`src/verilog/aspt_pkg.sv`:
```
// constants, state type and timing counts for the async sram host port
// Contract
// - read needs strobe high, output enable low, chip selected, a lane on.
// - write happens only in the overlap of strobe, selects and a byte enable.
// - write recovery from first releasing edge to cycle end is at least 0 ns.
// - never drive data against memory output at the start of a write.
// - read and write cycles last at least 70 ns; address setup 0 ns.
// - address, select and byte enables valid 60 ns before write end.
// - strobe pulse 50 ns; data set up 30 ns, held 0 ns after write end.
// - deselect before retention, then wait one read cycle before access.
package aspt_pkg;
   localparam int ADDR_W = 17;
   localparam int DATA_W = 16;
   localparam int LANE_W = 8;
   localparam int SYNC_STAGES = 3;
   localparam int CLK_PERIOD_NS = 100;

   localparam int T_RC_NS = 70;
   localparam int T_WC_NS = 70;
   localparam int T_AW_NS = 60;
   localparam int T_CW_NS = 60;
   localparam int T_WP_NS = 50;
   localparam int T_DW_NS = 30;
   localparam int T_AS_NS = 0;
   localparam int T_WR_NS = 0;
   localparam int T_DH_NS = 0;
   localparam int T_CDR_NS = 0;
   localparam int T_R_NS = T_RC_NS;

   typedef logic [3:0] aspt_cnt_t;

   // least time in whole clocks, never below one
   function automatic int cyc_min(input int ns);
      int c;
      c = (ns + CLK_PERIOD_NS - 1) / CLK_PERIOD_NS;
      return (c < 1) ? 1 : c;
   endfunction

   function automatic int imax(input int a, input int b);
      return (a > b) ? a : b;
   endfunction

   // counts are loaded as n-1 so a state lasts n clocks
   localparam aspt_cnt_t SETUP_CNT = aspt_cnt_t'(cyc_min(T_AS_NS) - 1);
   localparam aspt_cnt_t PULSE_CNT = aspt_cnt_t'(imax(imax(
      cyc_min(T_WP_NS), cyc_min(T_DW_NS)),
      imax(cyc_min(T_AW_NS), cyc_min(T_CW_NS))) - 1);
   localparam aspt_cnt_t END_CNT = aspt_cnt_t'(imax(imax(
      cyc_min(T_WR_NS), cyc_min(T_DH_NS)),
      cyc_min(T_WC_NS) - 2) - 1);
   localparam aspt_cnt_t READ_CNT = aspt_cnt_t'(cyc_min(T_RC_NS)
      + SYNC_STAGES - 1);
   localparam aspt_cnt_t CDR_CNT = aspt_cnt_t'(cyc_min(T_CDR_NS) - 1);
   localparam aspt_cnt_t RECOVER_CNT = aspt_cnt_t'(cyc_min(T_R_NS) - 1);

   localparam logic [ADDR_W-1:0] ADDR_RST = 17'h00000;
   localparam logic [DATA_W-1:0] DATA_RST = 16'h0000;
   localparam aspt_cnt_t CNT_ZERO = 4'h0;

   typedef enum logic [2:0] {
      ST_IDLE     = 3'b000,
      ST_READ     = 3'b001,
      ST_WSETUP   = 3'b011,
      ST_WPULSE   = 3'b010,
      ST_WEND     = 3'b110,
      ST_RET_WAIT = 3'b100,
      ST_RET_HOLD = 3'b101,
      ST_RECOVER  = 3'b111
   } aspt_state_t;
endpackage

```
`src/verilog/aspt_sync_if.sv`:
```
// read data carried from the pin synchroniser to the host controller
`timescale 1ns/1ps
interface aspt_sync_if;
   logic [aspt_pkg::DATA_W-1:0] q;
   logic stable;
   modport src (output q, output stable);
   modport dst (input q, input stable);
endinterface

```
`src/verilog/aspt_data_sync.sv`:
```
// three-stage synchroniser for the memory data pins
`timescale 1ns/1ps
module aspt_data_sync (
   // clock and reset
   input wire logic clk_i,
   input wire logic rst_n_i,
   // pin side
   input wire logic [aspt_pkg::DATA_W-1:0] d_i,
   // controller side
   aspt_sync_if.src sync
);
   import aspt_pkg::*;

   logic [DATA_W-1:0] stage [SYNC_STAGES];

   // first stage is read only by the second
   genvar g;
   generate
      for (g = 0; g < SYNC_STAGES; g++) begin : g_stage
         always_ff @(posedge clk_i or negedge rst_n_i) begin
            if (!rst_n_i) begin
               stage[g] <= DATA_RST;
            end else begin
               stage[g] <= (g == 0) ? d_i : stage[(g == 0) ? 0 : g - 1];
            end
         end
      end
   endgenerate

   assign sync.q = stage[SYNC_STAGES-1];
   assign sync.stable = (stage[SYNC_STAGES-2] == stage[SYNC_STAGES-1]);
endmodule

```
`src/verilog/aspt_host.sv`:
```
// host controller that runs an asynchronous 128k x 16 sram through its pins
`timescale 1ns/1ps
module aspt_host (
   // clock and reset
   input wire logic MCLK_I,
   input wire logic RST_N_I,
   // user request
   input wire logic REQ_I,
   input wire logic WRITE_I,
   input wire logic [aspt_pkg::ADDR_W-1:0] ADDR_I,
   input wire logic [aspt_pkg::DATA_W-1:0] WDATA_I,
   input wire logic [1:0] BYTE_EN_I,
   input wire logic RETAIN_REQ_I,
   // user answer
   output logic READY_O,
   output logic [aspt_pkg::DATA_W-1:0] RDATA_O,
   output logic RDATA_VALID_O,
   output logic WRITE_DONE_O,
   output logic RETAIN_SAFE_O,
   // memory pins
   output logic [aspt_pkg::ADDR_W-1:0] SRAM_ADDR_O,
   output logic SELECT_LOW_ACTIVE_N_O,
   output logic SELECT_HIGH_ACTIVE_O,
   output logic WRITE_STROBE_N_O,
   output logic OUTPUT_ENABLE_N_O,
   output logic LOW_BYTE_ENABLE_N_O,
   output logic UPPER_BYTE_ENABLE_N_O,
   input wire logic [aspt_pkg::DATA_W-1:0] SRAM_DATA_I,
   output logic [aspt_pkg::DATA_W-1:0] SRAM_DATA_O,
   output logic SRAM_DATA_OE_O
);
   import aspt_pkg::*;

   aspt_state_t state;
   aspt_state_t next_state;
   aspt_cnt_t cnt;
   aspt_cnt_t next_cnt;
   logic [ADDR_W-1:0] addr;
   logic [DATA_W-1:0] wdata;
   logic [1:0] lanes;
   logic [DATA_W-1:0] rdata;
   logic rdata_valid;
   logic write_done;

   aspt_sync_if rd_sync ();

   aspt_data_sync u_sync (
      .clk_i(MCLK_I),
      .rst_n_i(RST_N_I),
      .d_i(SRAM_DATA_I),
      .sync(rd_sync)
   );

   // decoding of the next state into pin levels
   function automatic logic is_access(input aspt_state_t s);
      return (s == ST_READ) || (s == ST_WSETUP) || (s == ST_WPULSE)
         || (s == ST_WEND);
   endfunction

   function automatic logic is_write(input aspt_state_t s);
      return (s == ST_WSETUP) || (s == ST_WPULSE) || (s == ST_WEND);
   endfunction

   wire cnt_done = (cnt == CNT_ZERO);
   wire idle = (state == ST_IDLE);
   // a request with no byte lane selected would not touch the part
   wire lanes_any = |BYTE_EN_I;
   wire accept = idle && !RETAIN_REQ_I && REQ_I && lanes_any;
   wire rd_take = (state == ST_READ) && cnt_done && rd_sync.stable;
   wire [1:0] next_lanes = accept ? BYTE_EN_I : lanes;
   wire next_sel = is_access(next_state);
   wire next_oe_n = !(next_state == ST_READ);
   wire next_we_n = !(next_state == ST_WPULSE);
   // output enable stays high through a write, so the part never drives
   // while we do and its outputs stay floating under the strobe
   wire next_data_oe = is_write(next_state);

   assign READY_O = idle && !RETAIN_REQ_I;
   assign RDATA_O = rdata;
   assign RDATA_VALID_O = rdata_valid;
   assign WRITE_DONE_O = write_done;

   always_comb begin
      next_state = state;
      next_cnt = cnt;
      unique case (state)
         ST_IDLE: begin
            if (RETAIN_REQ_I) begin
               next_state = ST_RET_WAIT;
               next_cnt = CDR_CNT;
            end else if (accept && WRITE_I) begin
               next_state = ST_WSETUP;
               next_cnt = SETUP_CNT;
            end else if (accept) begin
               next_state = ST_READ;
               next_cnt = READ_CNT;
            end
         end
         ST_READ: begin
            if (!cnt_done) begin
               next_cnt = cnt - 4'h1;
            end else if (rd_sync.stable) begin
               next_state = ST_IDLE;
            end
         end
         ST_WSETUP: begin
            if (!cnt_done) begin
               next_cnt = cnt - 4'h1;
            end else begin
               next_state = ST_WPULSE;
               next_cnt = PULSE_CNT;
            end
         end
         ST_WPULSE: begin
            if (!cnt_done) begin
               next_cnt = cnt - 4'h1;
            end else begin
               next_state = ST_WEND;
               next_cnt = END_CNT;
            end
         end
         ST_WEND: begin
            if (!cnt_done) begin
               next_cnt = cnt - 4'h1;
            end else begin
               next_state = ST_IDLE;
            end
         end
         ST_RET_WAIT: begin
            if (!cnt_done) begin
               next_cnt = cnt - 4'h1;
            end else begin
               next_state = ST_RET_HOLD;
            end
         end
         ST_RET_HOLD: begin
            if (!RETAIN_REQ_I) begin
               next_state = ST_RECOVER;
               next_cnt = RECOVER_CNT;
            end
         end
         ST_RECOVER: begin
            if (!cnt_done) begin
               next_cnt = cnt - 4'h1;
            end else begin
               next_state = ST_IDLE;
            end
         end
      endcase
   end

   always_ff @(posedge MCLK_I or negedge RST_N_I) begin
      if (!RST_N_I) begin
         state <= ST_IDLE;
         cnt <= CNT_ZERO;
      end else begin
         state <= next_state;
         cnt <= next_cnt;
      end
   end

   // address and data only load in idle, so they never move under the
   // strobe or inside the hold after it
   always_ff @(posedge MCLK_I or negedge RST_N_I) begin
      if (!RST_N_I) begin
         addr <= ADDR_RST;
         wdata <= DATA_RST;
         lanes <= 2'h0;
      end else if (accept) begin
         addr <= ADDR_I;
         wdata <= WDATA_I;
         lanes <= BYTE_EN_I;
      end
   end

   // pins are registered so that no decode glitch reaches the part
   always_ff @(posedge MCLK_I or negedge RST_N_I) begin
      if (!RST_N_I) begin
         SELECT_LOW_ACTIVE_N_O <= 1'b1;
         SELECT_HIGH_ACTIVE_O <= 1'b0;
         WRITE_STROBE_N_O <= 1'b1;
         OUTPUT_ENABLE_N_O <= 1'b1;
         LOW_BYTE_ENABLE_N_O <= 1'b1;
         UPPER_BYTE_ENABLE_N_O <= 1'b1;
         SRAM_DATA_OE_O <= 1'b0;
      end else begin
         SELECT_LOW_ACTIVE_N_O <= !next_sel;
         SELECT_HIGH_ACTIVE_O <= next_sel;
         WRITE_STROBE_N_O <= next_we_n;
         OUTPUT_ENABLE_N_O <= next_oe_n;
         LOW_BYTE_ENABLE_N_O <= !(next_sel && next_lanes[0]);
         UPPER_BYTE_ENABLE_N_O <= !(next_sel && next_lanes[1]);
         SRAM_DATA_OE_O <= next_data_oe;
      end
   end

   always_ff @(posedge MCLK_I or negedge RST_N_I) begin
      if (!RST_N_I) begin
         SRAM_ADDR_O <= ADDR_RST;
         SRAM_DATA_O <= DATA_RST;
      end else begin
         SRAM_ADDR_O <= accept ? ADDR_I : addr;
         SRAM_DATA_O <= accept ? WDATA_I : wdata;
      end
   end

   // read data sampled only once two stages agree
   always_ff @(posedge MCLK_I or negedge RST_N_I) begin
      if (!RST_N_I) begin
         rdata <= DATA_RST;
         rdata_valid <= 1'b0;
         write_done <= 1'b0;
         RETAIN_SAFE_O <= 1'b0;
      end else begin
         if (rd_take) begin
            rdata[LANE_W-1:0] <= lanes[0] ? rd_sync.q[LANE_W-1:0]
               : 8'h00;
            rdata[DATA_W-1:LANE_W] <= lanes[1]
               ? rd_sync.q[DATA_W-1:LANE_W] : 8'h00;
         end
         rdata_valid <= rd_take;
         write_done <= (state == ST_WEND) && cnt_done;
         RETAIN_SAFE_O <= (next_state == ST_RET_HOLD);
      end
   end
endmodule

```
`config.mk`:
```
export PLATFORM = sky130hd
export DESIGN_NAME = aspt_host
export DESIGN_NICKNAME = d
export VERILOG_FILES = /design/src/verilog/aspt_pkg.sv /design/src/verilog/aspt_sync_if.sv /design/src/verilog/aspt_data_sync.sv /design/src/verilog/aspt_host.sv
export SDC_FILE = /design/constraint.sdc
export NUM_CORES = 1
export LEC_CHECK = 0
export BUFFER_PORTS_ARGS = -buffer_cell sky130_fd_sc_hd__buf_2
export CAP_MARGIN = 0
export CORE_UTILIZATION = 25
export CTS_BUF_LIST = sky130_fd_sc_hd__clkbuf_4 sky130_fd_sc_hd__clkbuf_8
export DETAILED_ROUTE_END_ITERATION = 12
export SLEW_MARGIN = 40
export SYNTH_ARGS = -nofsm -noshare
export SYNTH_HDL_FRONTEND = slang
export SYNTH_SLANG_ARGS = --single-unit
```
`constraint.sdc`:
```
create_clock -name MCLK_I -period 5.6 [get_ports MCLK_I]
set_clock_uncertainty 0.15 [all_clocks]
set_input_delay 1.4 -clock MCLK_I [delete_from_list [all_inputs] [get_ports MCLK_I]]
set_output_delay 1.4 -clock MCLK_I [all_outputs]
set_load 0.01 [all_outputs]
```
==> out/results.txt <==
Rows - 47
RSZ-0062 raised after global routing - no
Max Fclk - 258 MHz
Crit path to - READY_O
CTS Buffer Depth - 2
Cts repair resizes - 0
Number of max-cap violations - 0
Avg Cell Area, Syn - 11.5 sq um
Die width - 133 um
Period utilization - 69.2%
Clock sinks - 116
Final Critical Period - 3.88 ns
Syn Nets - 431
Residual DRC - 0
Initial antenna violation count - 0
Crit path launch type - primary input
GP Congestion - 0.808
Post-synth cell types - 39
Layout cells sized above 1 - 32.9%
Slew Limit Fails - 0
Via Count - 2998
Mapped Cells - 373
Input/output buffers - 115
Initial core utilization - 25.7%
Postcts setup bufs - 0
Final Util - 33.2%
Max IR drop VDD - 0.144 mV
Leakage Power - 0.00284 uW
Core area - 16700 sq um
Final hold violations - 0
Dpl ws - 1.72 ns
GRT overflow - 0
CTS tree - built
Hold/Removal Path Class - reg -> reg
Nets - 553
Status - finished, final reports clean
Clk Latency, worst-skew pair - 0.44 ns
RR Endpoint - RDATA_O[14]
Critical Path AT - 2.33 ns
Worst-Margin Slew - 0.722 ns
Post-DP HPWL - 6.68 mm
Yosys reg bits - 116
Global Route Usage Sum - 11.6%
Antenna-violating nets left - 0
DR iter-0 viols - 140
Seq/Total Area, Yosys - 67.7%
CP required - 4.05 ns
Synth Cell Area - 4300 sq um
H-tree depth - 4
Top Ports - 116
Die height - 133 um
Largest net degree at the start of global routing - 66
Routed WL - 9.43 mm
Final setup margin - 1.72 ns
Area Growth Syn to Fin - 29.0%
DR pass1 iterations - 4
Clk slew on worst S/H paths - 0.08 ns
Crit. Startpoint - RETAIN_REQ_I
Placed cell areas - 5090 sq um
R2R cell count - 8
Design Area, Final - 5540 sq um
Worst Hold Depth - 0
Hold Slack - 0.204 ns
Cts hold-fix bufs - 0
Slew HR - 51.4%
Critical Path Fanout Max - 5
Num CTS Buffers - 17
WL/cell - 12.9 um
Die area - 17700 sq um
Vias/cell - 4.12
CP endpoint kind - output pin
Post-route setup TNS - 0 ns
Setup CP Type - in -> out
Reg2reg setup slack - 2.76 ns
# setup viols final - 0
Clk root buf - clkbuf_8
Antenna diodes - 0
Global-route wire length before repair - 15.6 mm
Synth Warn # - 0
Worst r2r src - cnt[0]
PD cells - 483 nW/um^2
Vias in the first global route - 3113
==> critical path, stage by stage <==
cell and delay, ns:
buf_2 0.12, or4_4 0.59, inv_1 0.08, buf_2 0.13
==> Yosys cell counts (all sizes together) <==
master	count	area [sq um]
dfrtp	111	2780
o21a	2	16.3
a21oi	4	20.0
ha	2	25.0
nor3b	1	7.51
nand3b	1	7.51
nor3	5	36.3
nand2b	1	6.26
or4b	1	10.0
buf	9	70.1
a22o	2	17.5
and3	1	6.26
o311ai	1	8.76
o21ai	6	30.0
o211ai	5	37.5
mux2i	19	190
a21boi	1	7.51
inv	23	86.3
a21bo	1	10.0
nand4	1	12.5
or2	1	6.26
or3	2	12.5
xor2	17	149
clkbuf	7	26.3
or3b	1	8.76
or4	1	11.3
nor2	12	45.0
nand2	121	454
dfstp	5	131
nor4	3	18.8
mux2	1	11.3
nand3	3	20.0
a32oi	2	17.5
==> placed cells by master, fill, tap and decap left out, types with 6 or more instances in the layout <==
| cell type | synthesis | layout |
|---|---|---|
| dfrtp_1 | 111 | 111 |
| buf_2 | 2 | 114 |
| inv_1 | 23 | 23 |
| nand2_1 | 121 | 121 |
| nor2_1 | 12 | 12 |
| clkbuf_8 | 0 | 17 |
| o21ai_0 | 6 | 6 |
| inv_8 | 0 | 6 |
| mux2i_1 | 19 | 19 |
| xor2_1 | 17 | 17 |
==> layer usage <==
layer  wire length [um]  global-route usage [%]
met5                  0                       0
met4                264                    6.45
met3                443                    4.06
met2               4640                    18.4
met1               4080                    13.7
==> power by group <==
part / switching, uW / internal [uW]
clock: 402 / 464
sequential: 139 / 1020
combinational: 374 / 272
total: 915 / 1760
==> final cells by class <==
| class | count | area, sq um |
|---|---|---|
| clock buffers | 17 | 234 |
| clock inverters | 15 | 209 |
| fillers | 1697 | 11200 |
| inverters | 23 | 86.3 |
| multi-input cells | 218 | 1220 |
| flip-flops and latches | 116 | 2910 |
| well taps | 220 | 275 |
| repair buffers | 119 | 612 |
==> sequential cells by signal, summed over array words and instances (netlist names), 2 cells and up <==
name and flops:
state 3, SRAM_DATA_O 16, u_sync.stage 32, u_sync.sync.q 16
SRAM_ADDR_O 17, cnt 4, lanes 2, RDATA_O 16
==> worst min path at each step <==
stage                          start                to  slack, ns
finish              u_sync.stage[32]  u_sync.stage[16]       0.20
global route        u_sync.stage[44]  u_sync.stage[28]       0.21
detailed placement  u_sync.stage[32]  u_sync.stage[16]       0.19
CTS                 u_sync.stage[32]  u_sync.stage[16]       0.21
global placement    u_sync.stage[36]  u_sync.stage[20]       0.18
floorplan           u_sync.stage[32]  u_sync.stage[16]       0.18
==> per-stage QoR <==
stage | std cells | total power, uW
6_report | 728 | 2670
5_1_grt | 728 | 2840
4_1_cts | 728 | 2710
3_5_place_dp | 696 | 1830
3_3_place_gp | 696 | 1800
2_1_floorplan | 373 | 1590
==> cells by family (layout without fill, tap and decap cells) <==
kind of cell,after synthesis,after routing,synth area share (%)
XOR/XNOR,17,17,3.47
AO/OA/AOI/OAI,24,24,3.85
AND/OR/NAND/NOR,155,155,15.4
buffers and inverters,39,174,4.25
multiplexers,20,20,4.69
flip-flops,116,116,67.7
adder cells (fa/ha/maj),2,2,0.582
No activity file was read; power rests on OpenSTA's default activity.
